==> config.mk <==
export PLATFORM = sky130hd
export DESIGN_NAME = chip_select_byte_lane_decode
export DESIGN_NICKNAME = d
export VERILOG_FILES = /design/src/design/lane_strobe_decode.v /design/src/design/chip_select_byte_lane_decode.v
export VERILOG_INCLUDE_DIRS = /design/src /design/src/design
export SDC_FILE = /design/constraint.sdc
export NUM_CORES = 1
export LEC_CHECK = 0
export BUFFER_PORTS_ARGS = -buffer_cell sky130_fd_sc_hd__buf_2
export CAP_MARGIN = 15
export CORE_AREA = 2 2 160 162
export DETAILED_ROUTE_END_ITERATION = 10
export DIE_AREA = 0 0 162 164
export SLEW_MARGIN = 20
export SYNTH_ARGS = -nofsm -noshare
export SYNTH_HDL_FRONTEND = slang
export SYNTH_SLANG_ARGS = --single-unit
==> constraint.sdc <==
create_clock -name i_ref_clk -period 3.4 [get_ports i_ref_clk]
set_input_delay 0.51 -clock i_ref_clk [delete_from_list [all_inputs] [get_ports i_ref_clk]]
set_output_delay 0.51 -clock i_ref_clk [all_outputs]
set_load 0.01 [all_outputs]
==> src/design/chip_select_map.vh <==
`ifndef CHIP_SELECT_MAP_VH
`define CHIP_SELECT_MAP_VH

// Number of chip-select windows
`define CS_NUM_WINDOWS 8
// Width of the base and mask fields (address bits 31..16)
`define CS_BASE_W 16
// Lowest decoded address bit, 64 Kbyte granule
`define CS_BASE_LSB 16
// Width of the wait-state count
`define CS_WAIT_W 4

// Port width encodings, same as the boot strap pins
`define CS_PW_32 2'h0
`define CS_PW_8 2'h1
`define CS_PW_16 2'h2

// Transfer size encodings
`define CS_SZ_LONG 2'h0
`define CS_SZ_BYTE 2'h1
`define CS_SZ_WORD 2'h2
`define CS_SZ_LINE 2'h3

// Boot strap bit positions in the synchronised strap vector
`define CS_STRAP_ACK 3
`define CS_STRAP_PW_HI 2
`define CS_STRAP_PW_LO 1
`define CS_STRAP_LANE 0

// Reset values of the boot configuration
`define CS_RST_PW 2'h0
`define CS_RST_ACK 1'h0
`define CS_RST_LANE 1'h1
// Wait states used by the boot window with internal acknowledge
`define CS_BOOT_WAIT 4'hF

// Lane strobe patterns, bit n drives lane n, low asserts
`define CS_LANES_NONE 4'hF
`define CS_LANES_L0 4'hE
`define CS_LANES_L1 4'hD
`define CS_LANES_L01 4'hC
`define CS_LANES_L23 4'h3
`define CS_LANES_ALL 4'h0

`endif

==> src/design/lane_strobe_decode.v <==
`timescale 1ns/1ps
`include "chip_select_map.vh"

// Combinational lane strobe pattern from size, low address and width
module lane_strobe_decode (
  input wire [1:0] i_size,
  input wire [1:0] i_addr_lo,
  input wire [1:0] i_port_width,
  output reg [3:0] o_lanes_n
);

  // Width code 1x means a 16-bit port
  wire is_16;
  wire is_8;
  assign is_16 = i_port_width[1];
  assign is_8 = (i_port_width == `CS_PW_8);

  // Pattern table; lane 0 carries data bits 31..24, lane 3 bits 7..0
  always @* begin
    o_lanes_n = `CS_LANES_NONE;
    case (i_size)
      `CS_SZ_BYTE: begin
        if (is_8) begin
          o_lanes_n = `CS_LANES_L0;
        end else if (is_16) begin
          o_lanes_n = i_addr_lo[0] ? `CS_LANES_L1 : `CS_LANES_L0;
        end else begin
          case (i_addr_lo)
            2'h0: o_lanes_n = 4'hE;
            2'h1: o_lanes_n = 4'hD;
            2'h2: o_lanes_n = 4'hB;
            default: o_lanes_n = 4'h7;
          endcase
        end
      end
      `CS_SZ_WORD: begin
        if (is_8) begin
          o_lanes_n = `CS_LANES_L0;
        end else if (is_16) begin
          o_lanes_n = `CS_LANES_L01;
        end else begin
          o_lanes_n = i_addr_lo[1] ? `CS_LANES_L23 : `CS_LANES_L01;
        end
      end
      default: begin
        // Longword and line transfers
        if (is_8) begin
          o_lanes_n = `CS_LANES_L0;
        end else if (is_16) begin
          o_lanes_n = `CS_LANES_L01;
        end else begin
          o_lanes_n = `CS_LANES_ALL;
        end
      end
    endcase
  end

endmodule

==> src/design/chip_select_byte_lane_decode.v <==
// Operation
// - Eight independent active-low programmable chip selects.
// - Masked windows from 64 Kbyte to 4 Gbyte.
// - Per-select base, mask, width, burst, wait, termination.
// - Decode external master cycles like processor cycles.
// - Per-select wait count and width applied each cycle.
// - After reset only boot select active, global.
// - Boot width, termination, lane mode latched at reset.
// - Output strobe changes on falling bus clock, or negates while reset input held.
// - Output strobe only on matching read cycles.
// - Output strobe is read enable of window.
// - Lane mode bit picks byte or write enables.
// - Lanes from size, low address, width, lane mode.
// - Lane 0 is bits 31..24, low selects.
// - Byte transfer lane choice per port width.
// - Word transfer lane choice per port width.
// - Longword and line lane choice per width.
// - No match: external, burst-inhibited, 32-bit cycle.
// - Multiple matches: all drive, external 32-bit inhibited.
// - Boot select global until its valid bit set.
// - Strap ack gives 15 waits; width code 00/01/1x.
`timescale 1ns/1ps
`include "chip_select_map.vh"

module chip_select_byte_lane_decode #(
  parameter NUM_WIN = `CS_NUM_WINDOWS,
  parameter BASE_W = `CS_BASE_W,
  parameter WAIT_W = `CS_WAIT_W
) (
  input wire i_ref_clk,
  input wire i_rst_n,
  input wire i_bus_clk,
  input wire i_reset_input_n,
  input wire [3:0] i_boot_strap_pins,
  input wire i_boot_window_valid_bit,
  input wire [NUM_WIN-1:0] i_win_valid,
  input wire [NUM_WIN*BASE_W-1:0] i_win_base,
  input wire [NUM_WIN*BASE_W-1:0] i_win_mask,
  input wire [NUM_WIN*2-1:0] i_win_port_width,
  input wire [NUM_WIN-1:0] i_win_read_burst,
  input wire [NUM_WIN-1:0] i_win_write_burst,
  input wire [NUM_WIN*WAIT_W-1:0] i_win_wait_states,
  input wire [NUM_WIN-1:0] i_win_internal_ack_enable,
  input wire [NUM_WIN-1:0] i_win_lane_mode_bit,
  input wire i_cycle_valid,
  input wire [31:0] i_cycle_addr,
  input wire [1:0] i_cycle_size,
  input wire i_cycle_read,
  output wire o_boot_window_select_n,
  output wire [NUM_WIN-1:1] o_chip_select_n,
  output wire o_output_strobe_n,
  output wire [3:0] o_lane_select_n,
  output wire [1:0] o_port_width,
  output wire [WAIT_W-1:0] o_wait_states,
  output wire o_internal_ack_enable,
  output wire o_burst_inhibit,
  output wire o_multi_match,
  output wire o_cycle_ack,
  output wire o_boot_global
);

  // Pin synchronisers: bus clock, reset input, strap pins
  reg bus_clk_s1_q;
  reg bus_clk_s2_q;
  reg bus_clk_s3_q;
  reg reset_input_n_s1_q;
  reg reset_input_n_s2_q;
  reg reset_input_n_s3_q;
  reg [3:0] strap_s1_q;
  reg [3:0] strap_s2_q;

  // Boot configuration captured at reset input release
  reg [1:0] strap_pw_q;
  reg strap_ack_q;
  reg strap_lane_q;
  // Sticky: boot window has been made valid by software
  reg boot_valid_seen_q;
  // Status pin flop: high while the boot window decodes everything
  reg boot_global_q;

  // Registered pin outputs
  reg [NUM_WIN-1:0] cs_n_q;
  reg oe_n_q;
  reg [3:0] lanes_n_q;
  reg [1:0] pw_q;
  reg [WAIT_W-1:0] wait_q;
  reg iack_q;
  reg binh_q;
  reg multi_q;
  reg ack_q;

  // Wait-state sequencing for internal acknowledge
  reg cyc_active_q;
  reg ack_done_q;
  reg [WAIT_W-1:0] wait_cnt_q;

  // Falling edge of the synchronised bus clock, one ref-clock pulse
  wire bus_fall;
  // Release edge of the synchronised reset input
  wire reset_input_n_rise;
  // Reset input still held low by the board
  wire in_reset;
  assign bus_fall = bus_clk_s3_q & ~bus_clk_s2_q;
  assign reset_input_n_rise = reset_input_n_s2_q & ~reset_input_n_s3_q;
  assign in_reset = ~reset_input_n_s2_q;

  // Two-flop synchronisers and edge history
  always @(posedge i_ref_clk or negedge i_rst_n) begin
    if (!i_rst_n) begin
      bus_clk_s1_q <= 1'h0;
      bus_clk_s2_q <= 1'h0;
      bus_clk_s3_q <= 1'h0;
      reset_input_n_s1_q <= 1'h0;
      reset_input_n_s2_q <= 1'h0;
      reset_input_n_s3_q <= 1'h0;
      strap_s1_q <= 4'h0;
      strap_s2_q <= 4'h0;
    end else begin
      bus_clk_s1_q <= i_bus_clk;
      bus_clk_s2_q <= bus_clk_s1_q;
      bus_clk_s3_q <= bus_clk_s2_q;
      reset_input_n_s1_q <= i_reset_input_n;
      reset_input_n_s2_q <= reset_input_n_s1_q;
      reset_input_n_s3_q <= reset_input_n_s2_q;
      strap_s1_q <= i_boot_strap_pins;
      strap_s2_q <= strap_s1_q;
    end
  end

  // Strap capture and boot valid tracking
  always @(posedge i_ref_clk or negedge i_rst_n) begin
    if (!i_rst_n) begin
      strap_pw_q <= `CS_RST_PW;
      strap_ack_q <= `CS_RST_ACK;
      strap_lane_q <= `CS_RST_LANE;
      boot_valid_seen_q <= 1'h0;
      boot_global_q <= 1'h1;
    end else begin
      if (reset_input_n_rise) begin
        // Board holds the levels as reset input negates
        strap_ack_q <= strap_s2_q[`CS_STRAP_ACK];
        strap_pw_q <= strap_s2_q[`CS_STRAP_PW_HI:`CS_STRAP_PW_LO];
        strap_lane_q <= strap_s2_q[`CS_STRAP_LANE];
      end
      if (in_reset) begin
        // Global boot select restored only by reset
        boot_valid_seen_q <= 1'h0;
        boot_global_q <= 1'h1;
      end else if (i_boot_window_valid_bit) begin
        boot_valid_seen_q <= 1'h1;
        // Boot window now follows its programmed decode
        boot_global_q <= 1'h0;
      end
    end
  end

  // Per-window address match, mask bit set ignores that address bit
  wire [NUM_WIN-1:0] hit;
  genvar gi;
  generate
    for (gi = 0; gi < NUM_WIN; gi = gi + 1) begin : g_win
      wire [BASE_W-1:0] base_w;
      wire [BASE_W-1:0] mask_w;
      wire addr_eq;
      assign base_w = i_win_base[gi*BASE_W +: BASE_W];
      assign mask_w = i_win_mask[gi*BASE_W +: BASE_W];
      // Masked compare of address bits 31..16
      assign addr_eq = (((i_cycle_addr[31:`CS_BASE_LSB] ^ base_w) & ~mask_w)
                        == {BASE_W{1'b0}});
      if (gi == 0) begin : g_boot
        // Boot select decodes every access until made valid
        assign hit[gi] = ~boot_valid_seen_q | addr_eq;
      end else begin : g_other
        // Others unusable until boot select valid
        assign hit[gi] = boot_valid_seen_q & i_win_valid[gi] & addr_eq;
      end
    end
  endgenerate

  // Effective boot window attributes: straps until valid, then programmed
  wire [1:0] boot_pw;
  wire boot_ack;
  wire boot_lane;
  wire [WAIT_W-1:0] boot_wait;
  wire boot_rburst;
  wire boot_wburst;
  assign boot_pw = boot_valid_seen_q ? i_win_port_width[1:0] : strap_pw_q;
  assign boot_ack = boot_valid_seen_q ? i_win_internal_ack_enable[0] : strap_ack_q;
  assign boot_lane = boot_valid_seen_q ? i_win_lane_mode_bit[0] : strap_lane_q;
  assign boot_wait = boot_valid_seen_q ? i_win_wait_states[WAIT_W-1:0] :
                     (strap_ack_q ? `CS_BOOT_WAIT : {WAIT_W{1'b0}});
  assign boot_rburst = boot_valid_seen_q & i_win_read_burst[0];
  assign boot_wburst = boot_valid_seen_q & i_win_write_burst[0];

  // Match count; hit minus one clears the lowest set bit
  wire any_hit;
  wire multi_hit;
  wire [NUM_WIN-1:0] hit_less;
  assign hit_less = hit - {{(NUM_WIN-1){1'b0}}, 1'b1};
  assign any_hit = |hit;
  assign multi_hit = |(hit & hit_less);

  // Attributes of the single matching window, OR-selected
  reg [1:0] sel_pw;
  reg [WAIT_W-1:0] sel_wait;
  reg sel_ack;
  reg sel_lane;
  reg sel_burst;
  integer k;
  always @* begin
    sel_pw = {2{hit[0]}} & boot_pw;
    sel_wait = {WAIT_W{hit[0]}} & boot_wait;
    sel_ack = hit[0] & boot_ack;
    sel_lane = hit[0] & boot_lane;
    sel_burst = hit[0] & (i_cycle_read ? boot_rburst : boot_wburst);
    for (k = 1; k < NUM_WIN; k = k + 1) begin
      sel_pw = sel_pw | ({2{hit[k]}} & i_win_port_width[k*2 +: 2]);
      sel_wait = sel_wait | ({WAIT_W{hit[k]}} & i_win_wait_states[k*WAIT_W +: WAIT_W]);
      sel_ack = sel_ack | (hit[k] & i_win_internal_ack_enable[k]);
      sel_lane = sel_lane | (hit[k] & i_win_lane_mode_bit[k]);
      sel_burst = sel_burst | (hit[k] & (i_cycle_read ? i_win_read_burst[k] :
                                         i_win_write_burst[k]));
    end
  end

  // Cycle attributes: single match uses window, else default external
  reg single;
  reg [1:0] cyc_pw;
  reg [WAIT_W-1:0] cyc_wait;
  reg cyc_ack;
  reg cyc_lane;
  reg cyc_binh;
  always @* begin
    single = any_hit & ~multi_hit;
    if (single) begin
      cyc_pw = sel_pw;
      cyc_wait = sel_wait;
      cyc_ack = sel_ack;
      cyc_lane = sel_lane;
      cyc_binh = ~sel_burst;
    end else begin
      // None or several matching: 32-bit, external, burst-inhibited
      cyc_pw = `CS_PW_32;
      cyc_wait = {WAIT_W{1'b0}};
      cyc_ack = 1'h0;
      cyc_lane = 1'h1;
      cyc_binh = 1'h1;
    end
  end

  // Lane pattern for this cycle
  wire [3:0] lanes_raw_n;
  lane_strobe_decode u_lanes (
    .i_size(i_cycle_size),
    .i_addr_lo(i_cycle_addr[1:0]),
    .i_port_width(cyc_pw),
    .o_lanes_n(lanes_raw_n)
  );

  // Lanes gated: write-enable mode blocks reads
  wire lanes_on;
  assign lanes_on = i_cycle_valid & (cyc_lane | ~i_cycle_read);

  // Pin strobes, updated on the bus clock falling edge and negated while reset input held
  always @(posedge i_ref_clk or negedge i_rst_n) begin
    if (!i_rst_n) begin
      cs_n_q <= {NUM_WIN{1'b1}};
      oe_n_q <= 1'h1;
      lanes_n_q <= `CS_LANES_NONE;
      pw_q <= `CS_PW_32;
      wait_q <= {WAIT_W{1'b0}};
      iack_q <= 1'h0;
      binh_q <= 1'h1;
      multi_q <= 1'h0;
    end else if (in_reset) begin
      // Board reset input held: selects, output strobe, lanes and multi-match negated
      cs_n_q <= {NUM_WIN{1'b1}};
      oe_n_q <= 1'h1;
      lanes_n_q <= `CS_LANES_NONE;
      multi_q <= 1'h0;
    end else if (bus_fall) begin
      // Any initiator: decode does not look at who drives the cycle
      cs_n_q <= ~(hit & {NUM_WIN{i_cycle_valid}});
      oe_n_q <= ~(i_cycle_valid & i_cycle_read & any_hit);
      lanes_n_q <= lanes_on ? lanes_raw_n : `CS_LANES_NONE;
      pw_q <= cyc_pw;
      wait_q <= cyc_wait;
      iack_q <= cyc_ack;
      binh_q <= cyc_binh;
      multi_q <= i_cycle_valid & multi_hit;
    end
  end

  // Wait-state counter; internal ack after the counted bus edges
  always @(posedge i_ref_clk or negedge i_rst_n) begin
    if (!i_rst_n) begin
      cyc_active_q <= 1'h0;
      ack_done_q <= 1'h0;
      wait_cnt_q <= {WAIT_W{1'b0}};
      ack_q <= 1'h0;
    end else begin
      ack_q <= 1'h0;
      if (in_reset) begin
        cyc_active_q <= 1'h0;
        ack_done_q <= 1'h0;
      end else if (bus_fall) begin
        if (!i_cycle_valid) begin
          // Cycle over, rearm
          cyc_active_q <= 1'h0;
          ack_done_q <= 1'h0;
        end else if (!cyc_active_q) begin
          // First edge of a cycle loads its wait count
          cyc_active_q <= 1'h1;
          wait_cnt_q <= cyc_wait;
        end else if (wait_cnt_q != {WAIT_W{1'b0}}) begin
          wait_cnt_q <= wait_cnt_q - {{(WAIT_W-1){1'b0}}, 1'b1};
        end else if (iack_q && !ack_done_q) begin
          // Internal termination, one pulse per cycle
          ack_q <= 1'h1;
          ack_done_q <= 1'h1;
        end
      end
    end
  end

  // Outputs straight from flip-flops
  assign o_boot_window_select_n = cs_n_q[0];
  assign o_chip_select_n = cs_n_q[NUM_WIN-1:1];
  assign o_output_strobe_n = oe_n_q;
  assign o_lane_select_n = lanes_n_q;
  assign o_port_width = pw_q;
  assign o_wait_states = wait_q;
  assign o_internal_ack_enable = iack_q;
  assign o_burst_inhibit = binh_q;
  assign o_multi_match = multi_q;
  assign o_cycle_ack = ack_q;
  // Status pin from its own flop rather than through an inverter
  assign o_boot_global = boot_global_q;

endmodule

==> flow_summary.ini <==
[run_status]
status = complete, no violations

[floorplan]
core_mm2 = 0.0248
die_h_um = 164
start_util_pct = 18.5
ios = 413
fp.dieW_um = 162
die_area_mm2 = 0.0266
rows = 58

[finish]
final_area_mm2 = 0.00739
multi_input_area_mm2 = 0.00309
post-route-util_pct = 29.8
drive_gt1_share_pct = 53.0
ff_latch_area_mm2 = 0.00125
nFillCells = 2723
nets = 1332
synthToLayoutAreaGrowth_pct = 60.8

[sta]
finalSetupViolCount = 0
worst_slack_ns = 0.223
whs_ns = 0.309
slew_viol_final = 0
rsz0062_at_grt = false
post-route-period-util_pct = 93.4
slew_headroom_pct = 46.0
finClkSkew_ns = 0.00447
period_minus_slack_ns = 3.18
final-hold-violation-count = 0
fmax_mhz = 315
worst_slew_pin_slew_ns = 0.809

[yosys]
yosys_warnings = 0
synthArstFlopShare_pct = 100
synthCells = 521
ys.flop_type = dfrtp_1
synth_fp_nets = 913
synth_edf_count = 0
ys_seq_elements = 49
syn-cell-area_mm2 = 0.00460
ys_seq_area_share_pct = 27.1
postSynthAreaPerCell_um2 = 8.82
synth_top_area_share_pct = 24.6
ys_top_cells_by_area = xnor2_1 (25%), dfrtp_1 (18%), dfstp_2 (9.1%), o22ai_1 (7.8%), mux2_2 (3.2%)
netlist-cell-type-count = 64
synth_largest_area_cell = xnor2_1

[setup_path]
r2r_cells = 11
crit_type = primary input to register
start_kind = primary input
arrival_ns = 3.38
worstSetupEndpointType = register
worstPathRequired_ns = 3.61
crit_fanout = 11

[clock_network]
cts_buffers = 5
htree_levels = 2
cts_resized = 0
post_cts_buffers = 0
cts_tree = built
clock_latency_ns = 0.29
clkTransAtPathRegs_ns = 0.07
cts_hold_buf = 0
cts_max_path_buffers = 2
clkSinkCount = 49
cts_root_buf = clkbuf_16

[drt]
firstDrtPassIters = 5
drt_wl_total_um = 25700
ant_nets = 0
vias_per_cell = 4.54
drtIter0Drc = 329
wl_per_cell_um = 20.1
drc_errors = 0
num_vias = 5813

[placed_design]
place_ws_ns = -0.240
place.gp.congestion = 0.948
portBuffers = 397
dpl_cell_area_mm2 = 0.00719
hpwl_um = 22800

[grt]
grt-ovfl-total = 0
grtUsageTotal_pct = 18.5
grt_max_degree = 36
antenna_found_initial = 14
first_global_vias = 5734
grt_pass1_wl_um = 35900

[job]
drv_cap = 0

[pwr]
ir_worst_vdd_uv = 203
pwr_density_cell_mw_per_mm2 = 275
p_leak_uw = 0.00337

[min_path]
hold_path.class = primary input to async pin
==> report_power, final <==
| part | switching [uW] | internal [uW] |
|---|---|---|
| logic | 392 | 430 |
| registers | 40.8 | 642 |
| clock network | 216 | 312 |
| total | 649 | 1380 |
==> per-layer routing <==
metal  track usage, %  part of all wire (%)
met1             23.3                    42
met2             30.9                    48
met3             4.09                   6.7
met4             7.28                   3.6
met5                0                  0.19
==> cells in the final DEF (no fill, tap or decap), types with 10 or more instances in the layout <==
master,n
xnor2_1,129
a22oi_1,12
mux2_2,13
nand2_1,17
dfrtp_1,33
dfstp_2,16
o22ai_1,57
inv_1,12
nor2_1,33
nand3_1,10
a21oi_1,25
buf_4,44
o21ai_0,13
buf_2,397
==> worst max-delay path, cell delays in order <==
cell	delay, ns
buf_2	0.30
xnor2_1	0.17
o22ai_1	0.11
nor4_1	0.63
a21boi_1	0.17
buf_4	0.23
or2_1	0.23
a21oi_1	0.24
o21ai_4	0.11
a2bb2oi_1	0.29
a2111oi_0	0.16
a211oi_1	0.23
==> state kept, by name, indices dropped and copies added (netlist names), 2 cells and up <==
signal	flops
strap_s2_q	4
cs_n_q	8
o_wait_states	4
wait_cnt_q	4
strap_s1_q	4
strap_pw_q	2
o_lane_select_n	4
o_port_width	2
==> path summary, 6_finish.rpt <==
| path | startpoint | slack [ns] | end |
|---|---|---|---|
| max | i_cycle_addr[17] | 0.22 | o_lane_select_n[1] |
| min in group i_ref_clk | i_reset_input_n | 0.33 | reset_input_n_s1_q |
| min | i_rst_n | 0.31 | wait_cnt_q[2] |
| max in group asynchronous | i_rst_n | 2.30 | strap_lane_q |
| min reg2reg | strap_s1_q[2] | 0.35 | strap_s2_q[2] |
| max reg2reg | boot_valid_seen_q | 0.41 | o_lane_select_n[3] |
==> metrics by stage <==
step           power, uW  TNS, ns  instances
3_5_place_dp        1510    -2.53       1263
6_report            2030        0       1279
5_1_grt             2150        0       1278
4_1_cts             2040        0       1271
2_1_floorplan       1100        0        521
3_3_place_gp        1500    -3.29       1263
==> layout make-up <==
type / instances / share of cell area [%]
multi-input cells: 426 / 41.8
repair buffers: 446 / 32.7
flip-flops and latches: 49 / 16.9
well taps: 330 / 5.59
clock buffers: 7 / 2.07
inverters: 12 / 0.610
diodes: 8 / 0.271
clock inverters: 1 / 0.0677
==> cells in the mapped netlist, drive strengths merged (10+ instances only) <==
master	instances
mux2	13
clkbuf	14
xnor2	129
dfstp	16
a22oi	12
o22ai	57
nand3	10
nand2	17
o21ai	16
a21oi	25
buf	20
inv	12
nor2	34
dfrtp	33
==> logic make-up (layout without fill, tap and decap cells) <==
| group | Yosys count | after routing | synth area share [%] |
|---|---|---|---|
| XOR/XNOR | 129 | 129 | 24.6 |
| buffers and inverters | 46 | 466 | 6.04 |
| other | 0 | 8 | 0 |
| multiplexers | 14 | 14 | 3.40 |
| AND/OR/NAND/NOR | 112 | 112 | 12.9 |
| AO/OA/AOI/OAI | 168 | 168 | 25.1 |
| adder cells (fa/ha/maj) | 3 | 3 | 0.817 |
| flip-flops | 49 | 49 | 27.1 |
Power figures use the tool's default switching activity.
